$ cat src/shared/nvic_pkg.sv
// Package for the nested vectored interrupt controller: register map, vector layout, constants.
// Assumes a 32-bit APB slave, one clock, synchronous active-high reset.
package nvic_pkg;
  localparam int NVIC_NUM_IRQ = 32;
  localparam int NVIC_PRIO_REGS = 8;
  localparam int NVIC_PRIO_W = 8;
  localparam int NVIC_PRIO_LVL_W = 2;
  localparam int NVIC_VEC_W = 6;
  localparam int NVIC_ADDR_W = 12;
  // Register byte offsets
  localparam logic [11:0] NVIC_ISER_OFS = 12'h000;
  localparam logic [11:0] NVIC_ICER_OFS = 12'h080;
  localparam logic [11:0] NVIC_ISPR_OFS = 12'h100;
  localparam logic [11:0] NVIC_ICPR_OFS = 12'h180;
  localparam logic [11:0] NVIC_IABR_OFS = 12'h200;
  localparam logic [11:0] NVIC_PRIO_OFS = 12'h300;
  localparam logic [11:0] NVIC_PRIO_END = 12'h31C;
  localparam logic [11:0] NVIC_CUR_OFS = 12'h400;
  // Vector table
  localparam logic [31:0] NVIC_VTOR_BASE = 32'h00000000;
  localparam logic [5:0] NVIC_MSP_VEC = 6'h00;
  localparam logic [5:0] NVIC_IRQ_VEC_BASE = 6'h10;
  localparam logic [4:0] NVIC_USB_IRQ = 5'h17;
  localparam logic [4:0] NVIC_WAKEUP_IRQ = 5'h1C;
  localparam logic [4:0] NVIC_RTC_IRQ = 5'h1F;
  localparam logic [7:0] NVIC_PRIO_RST = 8'h00;
  // Running priority when in thread mode: below every configurable level
  localparam logic [2:0] NVIC_IDLE_PRIO = 3'h4;
endpackage

$ cat src/verilog/nvic_ctrl.sv
// Contract
// - Vector table base is fixed at zero, never relocatable.
// - Word zero holds initial main stack pointer; word n holds vector n entry.
// - Accepted interrupt fetches handler address from the table automatically.
// - Write one to set-enable enables, to clear-enable disables; zeros ignored.
// - Both enable registers read back current enable state.
// - Line asserting while disabled becomes pending, not active.
// - Active interrupt stays active when disabled until return or reset.
// - Disabled interrupt never starts a new activation; an offer acknowledged in the cycle after its clear-enable write is still taken.
// - Set-pending and clear-pending write-one registers; both read pending state.
// - Clear-pending never changes active state.
// - Eight-bit priority field per interrupt, four per 32-bit register.
// - Wakeup uses interrupt 28 vector 44; calendar clock interrupt 31 vector 47.
// - USB device request uses interrupt 23, vector 39.
// - Thirty-two interrupts, four priority levels each.
// - Priority 0 most urgent, 3 least; below reset, NMI, hard fault.
//
// Interrupt controller core: APB register slave, pending/active tracking, arbitration,
// vector table fetch request toward the core. Assumes the core acknowledges entry and
// signals return with one-cycle pulses on sys_clk_in; irq lines are asynchronous levels.
module nvic_ctrl
  import nvic_pkg::*;
#(
  parameter int NUM_IRQ = NVIC_NUM_IRQ
) (
  input wire logic sys_clk_in,
  input wire logic srst_in,
  input wire logic psel_in,
  input wire logic penable_in,
  input wire logic pwrite_in,
  input wire logic [11:0] paddr_in,
  input wire logic [31:0] pwdata_in,
  output logic [31:0] prdata_out,
  output logic pready_out,
  output logic pslverr_out,
  input wire logic [NUM_IRQ-1:0] irq_line_in,
  input wire logic sys_exc_active_in,
  output logic irq_req_out,
  output logic [NVIC_VEC_W-1:0] irq_vector_out,
  output logic [31:0] vector_fetch_addr_out,
  input wire logic entry_ack_in,
  input wire logic exc_return_in,
  output logic [NVIC_VEC_W-1:0] cur_vector_out
);

  typedef enum logic [1:0] {NV_IDLE, NV_REQ} nvic_state_t;

  logic [NUM_IRQ-1:0] irq_meta_r;
  logic [NUM_IRQ-1:0] irq_sync_r;
  logic [NUM_IRQ-1:0] irq_prev_r;
  logic [NUM_IRQ-1:0] enable_r;
  logic [NUM_IRQ-1:0] pending_r;
  logic [NUM_IRQ-1:0] active_r;
  logic [NUM_IRQ-1:0] enable_nxt;
  logic [NUM_IRQ-1:0] pending_nxt;
  logic [NUM_IRQ-1:0] active_nxt;
  logic [NVIC_PRIO_W-1:0] prio_r [NUM_IRQ];
  logic [4:0] stack_id_r [4];
  logic [2:0] stack_prio_r [4];
  logic [2:0] depth_r;
  logic [4:0] sel_id_r;
  logic [2:0] sel_prio_r;
  nvic_state_t state_r;
  logic [31:0] prdata_r;

  // Bus decode
  wire logic wr_en = psel_in && penable_in && pwrite_in;
  wire logic rd_en = psel_in && penable_in && !pwrite_in;
  wire logic hit_iser = paddr_in == NVIC_ISER_OFS;
  wire logic hit_icer = paddr_in == NVIC_ICER_OFS;
  wire logic hit_ispr = paddr_in == NVIC_ISPR_OFS;
  wire logic hit_icpr = paddr_in == NVIC_ICPR_OFS;
  wire logic hit_iabr = paddr_in == NVIC_IABR_OFS;
  wire logic hit_cur = paddr_in == NVIC_CUR_OFS;
  wire logic hit_prio = paddr_in >= NVIC_PRIO_OFS && paddr_in <= NVIC_PRIO_END &&
                        paddr_in[1:0] == 2'h0;
  wire logic [2:0] prio_idx = paddr_in[4:2];
  wire logic hit_any = hit_iser || hit_icer || hit_ispr || hit_icpr || hit_iabr ||
                       hit_cur || hit_prio;
  wire logic [NUM_IRQ-1:0] wdata_w = pwdata_in[NUM_IRQ-1:0];
  wire logic [NUM_IRQ-1:0] set_en_w = (wr_en && hit_iser) ? wdata_w : '0;
  wire logic [NUM_IRQ-1:0] clr_en_w = (wr_en && hit_icer) ? wdata_w : '0;
  wire logic [NUM_IRQ-1:0] set_pend_w = (wr_en && hit_ispr) ? wdata_w : '0;
  wire logic [NUM_IRQ-1:0] clr_pend_w = (wr_en && hit_icpr) ? wdata_w : '0;
  wire logic [NUM_IRQ-1:0] rise_w = irq_sync_r & ~irq_prev_r;

  // Core handshake
  wire logic take_w = (state_r == NV_REQ) && entry_ack_in;
  wire logic ret_w = exc_return_in && (depth_r != 3'h0);
  wire logic [4:0] top_id_w = stack_id_r[2'(depth_r - 3'h1)];
  wire logic [2:0] run_prio_w = (depth_r == 3'h0) ? NVIC_IDLE_PRIO :
                                stack_prio_r[2'(depth_r - 3'h1)];

  // Per-interrupt candidacy and urgency, fed to the arbiter
  logic [NUM_IRQ-1:0] cand_w;
  logic [2:0] lvl_w [NUM_IRQ];
  genvar c;
  generate
    for (c = 0; c < NUM_IRQ; c++) begin : g_cand
      // Only enabled, pending, not-yet-active interrupts may start
      assign cand_w[c] = enable_r[c] && pending_r[c] && !active_r[c];
      // Two implemented bits give four levels; 0 is the most urgent
      assign lvl_w[c] = {1'b0, prio_r[c][7:6]};
    end
  endgenerate

  // Arbitration: lowest priority value wins, lowest number breaks ties
  logic [4:0] best_id;
  logic [2:0] best_prio;
  logic best_vld;
  always_comb begin
    best_id = 5'h00;
    best_prio = NVIC_IDLE_PRIO;
    best_vld = 1'b0;
    for (int i = 0; i < NUM_IRQ; i++) begin
      // Strict compare keeps the lower number on a tie
      if (cand_w[i] && lvl_w[i] < best_prio) begin
        best_id = 5'(i);
        best_prio = lvl_w[i];
        best_vld = 1'b1;
      end
    end
  end

  // Preempt only strictly above running level and never during a fixed-priority exception
  wire logic preempt_w = best_vld && (best_prio < run_prio_w) && !sys_exc_active_in;
  wire logic [NVIC_VEC_W-1:0] sel_vec_w = NVIC_IRQ_VEC_BASE + {1'b0, sel_id_r};

  // Per-interrupt enable, pending and active bits
  genvar b;
  generate
    for (b = 0; b < NUM_IRQ; b++) begin : g_bit
      wire logic taken_w = take_w && (sel_id_r == 5'(b));
      wire logic popped_w = ret_w && (top_id_w == 5'(b));
      wire logic raise_pend_w = rise_w[b] || set_pend_w[b];
      wire logic drop_pend_w = taken_w || clr_pend_w[b];
      // Clear-enable wins over a same-cycle set-enable
      assign enable_nxt[b] = (enable_r[b] || set_en_w[b]) && !clr_en_w[b];
      // Edge or set-pending wins over a same-cycle clear or acceptance
      assign pending_nxt[b] = raise_pend_w || (pending_r[b] && !drop_pend_w);
      // Only a return clears active; disabling or clear-pending leaves it set
      assign active_nxt[b] = taken_w || (active_r[b] && !popped_w);
      always_ff @(posedge sys_clk_in) begin
        if (srst_in) begin
          enable_r[b] <= 1'b0;
          pending_r[b] <= 1'b0;
          active_r[b] <= 1'b0;
        end else begin
          enable_r[b] <= enable_nxt[b];
          pending_r[b] <= pending_nxt[b];
          active_r[b] <= active_nxt[b];
        end
      end
    end
  endgenerate

  // Two-flop synchroniser; only the second stage feeds the edge detector
  always_ff @(posedge sys_clk_in) begin
    irq_meta_r <= irq_line_in;
    irq_sync_r <= irq_meta_r;
  end

  // Previous level starts low, matching the idle level of the lines
  always_ff @(posedge sys_clk_in) begin
    if (srst_in) begin
      irq_prev_r <= '0;
    end else begin
      irq_prev_r <= irq_sync_r;
    end
  end

  // Priority fields, four per word
  genvar g;
  generate
    for (g = 0; g < NUM_IRQ; g++) begin : g_prio
      always_ff @(posedge sys_clk_in) begin
        if (srst_in) begin
          prio_r[g] <= NVIC_PRIO_RST;
        end else if (wr_en && hit_prio && prio_idx == 3'(g / 4)) begin
          // Only the two upper bits are implemented
          prio_r[g] <= {pwdata_in[(g % 4) * 8 + 7 -: 2], 6'h00};
        end
      end
    end
  endgenerate

  // Request sequencing
  nvic_state_t state_nxt;
  logic [4:0] sel_id_nxt;
  logic [2:0] sel_prio_nxt;
  always_comb begin
    state_nxt = state_r;
    sel_id_nxt = sel_id_r;
    sel_prio_nxt = sel_prio_r;
    unique case (state_r)
      NV_IDLE: begin
        // A return in flight changes the running level, so wait one cycle
        if (preempt_w && !ret_w) begin
          state_nxt = NV_REQ;
          sel_id_nxt = best_id;
          sel_prio_nxt = best_prio;
        end
      end
      NV_REQ: begin
        if (take_w) begin
          state_nxt = NV_IDLE;
        end else if (preempt_w) begin
          // Late arrival: a more urgent source, or a lower-numbered one at the same level, replaces the offered one
          sel_id_nxt = best_id;
          sel_prio_nxt = best_prio;
        end else begin
          // Offered source lost enable or pending, or a fixed-priority exception became active, before acceptance
          state_nxt = NV_IDLE;
        end
      end
    endcase
  end

  // Nesting stack: an entry and a return in one cycle replace the top entry,
  // so the popped handler never lingers underneath the new one
  wire logic push_w = take_w && !ret_w;
  wire logic pop_w = ret_w && !take_w;
  wire logic [2:0] depth_nxt = push_w ? depth_r + 3'h1 : pop_w ? depth_r - 3'h1 : depth_r;
  wire logic [1:0] push_idx_w = ret_w ? 2'(depth_r - 3'h1) : 2'(depth_r);

  always_ff @(posedge sys_clk_in) begin
    if (srst_in) begin
      state_r <= NV_IDLE;
      depth_r <= 3'h0;
      sel_id_r <= 5'h00;
      sel_prio_r <= NVIC_IDLE_PRIO;
    end else begin
      state_r <= state_nxt;
      depth_r <= depth_nxt;
      sel_id_r <= sel_id_nxt;
      sel_prio_r <= sel_prio_nxt;
    end
  end

  // Stack words need no reset: depth marks which ones are live
  always_ff @(posedge sys_clk_in) begin
    if (take_w) begin
      stack_id_r[push_idx_w] <= sel_id_r;
      stack_prio_r[push_idx_w] <= sel_prio_r;
    end
  end

  // Read mux
  logic [31:0] rd_mux;
  always_comb begin
    rd_mux = 32'h00000000;
    if (hit_iser || hit_icer) begin
      rd_mux[NUM_IRQ-1:0] = enable_r;
    end else if (hit_ispr || hit_icpr) begin
      rd_mux[NUM_IRQ-1:0] = pending_r;
    end else if (hit_iabr) begin
      rd_mux[NUM_IRQ-1:0] = active_r;
    end else if (hit_cur) begin
      rd_mux = {23'h000000, depth_r, cur_vector_out};
    end else if (hit_prio) begin
      for (int k = 0; k < 4; k++) begin
        rd_mux[k * 8 +: 8] = prio_r[{prio_idx, 2'(k)}];
      end
    end
  end

  always_ff @(posedge sys_clk_in) begin
    if (srst_in) begin
      prdata_r <= 32'h00000000;
    end else if (psel_in && !penable_in && !pwrite_in) begin
      prdata_r <= 32'h00000000;
    end else if (rd_en) begin
      prdata_r <= rd_mux;
    end
  end

  // Answers combinationally in the access phase so read data must be current
  assign prdata_out = rd_en ? rd_mux : prdata_r;
  assign pready_out = 1'b1;
  assign pslverr_out = psel_in && penable_in && !hit_any;

  assign irq_req_out = state_r == NV_REQ;
  assign irq_vector_out = (state_r == NV_REQ) ? sel_vec_w : NVIC_MSP_VEC;
  // Handler entry is base plus four bytes per vector; word 0 is the stack pointer
  assign vector_fetch_addr_out = NVIC_VTOR_BASE + {24'h000000, irq_vector_out, 2'b00};
  assign cur_vector_out = (depth_r == 3'h0) ? NVIC_MSP_VEC :
                          NVIC_IRQ_VEC_BASE + {1'b0, top_id_w};
endmodule
$ cat config.mk
export PLATFORM = sky130hd
export DESIGN_NAME = nvic_ctrl
export DESIGN_NICKNAME = d
export VERILOG_FILES = /design/src/shared/nvic_pkg.sv /design/src/verilog/nvic_ctrl.sv
export SDC_FILE = /design/constraint.sdc
export NUM_CORES = 1
export LEC_CHECK = 0
export BUFFER_PORTS_ARGS = -buffer_cell sky130_fd_sc_hd__buf_2
export CAP_MARGIN = 20
export CORE_AREA = 10 10 188 190
export DETAILED_ROUTE_END_ITERATION = 12
export DIE_AREA = 0 0 198 200
export HOLD_SLACK_MARGIN = 0.08
export PLACE_DENSITY = 0.85
export SLEW_MARGIN = 20
export SYNTH_ARGS = -nofsm -noshare
export SYNTH_HDL_FRONTEND = slang
export SYNTH_SLANG_ARGS = --single-unit
export TNS_END_PERCENT = 5
$ cat constraint.sdc
create_clock -name sys_clk_in -period 95.2 [get_ports sys_clk_in]
set_input_delay 9.52 -clock sys_clk_in [delete_from_list [all_inputs] [get_ports sys_clk_in]]
set_output_delay 9.52 -clock sys_clk_in [all_outputs]
set_load 0.1 [all_outputs]
==> flow_summary.toml <==
[outcome]
status = "completed"

[floorplan]
initial_utilization_pct = 54.4
dieArea_um2 = 39600
die_y_um = 200
die_width_um = 198
fp.coreArea_um2 = 31400
ioPinCount = 163
num_rows = 65

[setup_path]
critPathMaxStageDelay_ns = 0.54
worst_setup_path_start_kind = "register"
crit_top_cell = "ha_1"
worstPathRequired_ns = 95.53
critPathCaptureType = "register"
cp.arrival_ns = 41.92
critPathKind = "register to register"
cp_max_fo = 12
cp_slowest_cell = "or4b_1"
r2r_cells = 207

[synth]
netlist_area_um2 = 17100
yosysWarnings = 0
synth_ff_type = "dfxtp_1"
netlist_instances = 1849
synth-edff-count = 96
yosysMostFrequentCell = "dfxtp_1"
synth_top_area_share_pct = 27.7
async_flop_share_pct = 0
yosysSeqAreaShare_pct = 44.6
syn_avg_cell_area_um2 = 9.23
synth_common_cells = "dfxtp_1, nand2_1, a21oi_1"
yosysUniqueCellTypes = 89
synth.area.top_cells = "dfxtp_1, edfxtp_1, a21oi_1, nand2_1, nor2_1"
yosysTopAreaCell = "dfxtp_1"
synth-seq-cells = 332

[sta]
drv_slew = 0
whs_ns = 0.325
max_slew_margin_pct = 25.7
rsz0062_at_grt = "false"
fin_crit_ns = 41.59
finalSetupViolCount = 0
fin_crit_sh_pct = 43.7
skew_ns = 0.0260
hold_viol = 0
setup-tns-final_ns = 0
worst_pin_slew_ns = 1.10
fmax_mhz = 24.0

[global_routing]
antenna_found_initial = 3
grt_pass1_wl_mm = 79.9
grt.total_usage_pct = 25.6
grt_overflow = 0
grt_start_max_net_pins = 92
grt_pass1_vias = 14359

[clock_network]
h-tree-depth = 2
cts_buffers = 34
clkSlewWorstSetupHoldPaths_ns = 0.06
post_cts_buffers = 0
clk_latency_ns = 0.53
postCtsHoldBufs = 0
cts_max_path_buffers = 3
cts_sinks = 332
root_buffer = "clkbuf_16"
cts_resized = 0
tritoncts = "yes"

[power]
p_leak_nw = 7.36
ir_drop_uv = 16.8
power_density_nw_per_um2 = 18.1

[placed_design]
dp_hpwl_mm = 39.0
port_buffers = 135
gp_congestion = 1.02

[route]
dr.pass1.iters = 6
wire_per_inst_um = 22.3
via_count = 15058
drc = 0
wl_mm = 52.9
antenna_left = 0
drtIter0Drc = 1721
viasPerCell = 6.35

[finish]
layout.nets = 2068
area_delta_synth_final_pct = 11.6
drive_gt1_share_pct = 15.3

[worst_hold_path]
hp-class = "register to register"
hold_depth = 0

[job]
maxCapViolations = 0
-- worst paths after layout --
kind,slack [ns],end,from
min,0.33,irq_sync_r[4],irq_meta_r[4]
max reg2reg,53.61,sel_id_r[4],pending_r[0]
max,53.61,sel_id_r[4],pending_r[0]
min reg2reg,0.33,irq_sync_r[4],irq_meta_r[4]
-- area by class of cell --
type                       count  area, µm²
antenna                        2       5.00
clock buffer                  46        978
clock inverter                12        146
fill                        2547      12300
inverter                      60        225
multi-input combinational   1370       8810
sequential                   332       7610
tap                          402        503
timing repair buffer         149        783
-- registers in the layout (all words and copies together), names as in the netlist --
name          count
active_r         32
pending_r        32
enable_r         32
state_r           1
stack_id_r       20
irq_meta_r       32
prio_r           64
stack_prio_r     12
prdata_r         32
irq_sync_r       32
depth_r           3
sel_prio_r        3
sel_id_r          5
irq_prev_r       32
-- placed cells by master, fill, tap and decap left out, drive strengths merged, types with 48 or more instances in the layout --
cell type / instances
dfxtp: 236
nand2: 169
a21oi: 167
nor2: 156
buf: 149
o21ai: 105
edfxtp: 96
and2: 90
nor2b: 86
inv: 61
a211oi: 48
-- report_power, final --
part / internal (mW) / switching [mW]
sequential: 0.150 / 0.00531
combinational: 0.0137 / 0.0412
clock: 0.0782 / 0.0559
total: 0.242 / 0.102
-- cells by family after synthesis --
group	after synthesis	share of synthesized area (%)
AO/OA/AOI/OAI	524	20.6
AND/OR/NAND/NOR	719	21.9
buffers and inverters	172	4.60
multiplexers	61	5.42
flip-flops	332	44.6
XOR/XNOR	2	0.103
other	2	0.0440
adder cells (fa/ha/maj)	37	2.71
-- worst max-delay path: cells and delay by family, from the launching register on --
family,cells,cell delay (ns)
compound gates,96,19.94
fa+ha+maj,32,8.04
buf+inv,9,0.75
flops,1,0.39
mux,3,1.05
simple gates,67,11.17
-- per-stage QoR --
step	instances	total power, mW	util (%)	instance area, µm²	worst slack, ns
global placement	2313	0.210	57.1	17900	55.43
detailed placement	2313	0.212	57.1	17900	54.29
floorplan	1874	0.197	-	17200	59.06
finish	2373	0.345	60.7	19100	53.61
CTS	2371	0.343	60.6	19000	54.16
global route	2371	0.353	60.7	19100	50.17
-- routing by layer --
| metal | wire (µm) | GRT usage, % | vias to the layer above |
|---|---|---|---|
| met4 | 2230 | 11.4 | 4 |
| met1 | 20600 | 32.3 | 7086 |
| met3 | 5620 | 5.14 | 167 |
| met5 | 21 | 0 | - |
| li1 | - | - | 6915 |
| met2 | 24500 | 41.9 | 886 |
Power figures use the tool's default switching activity.
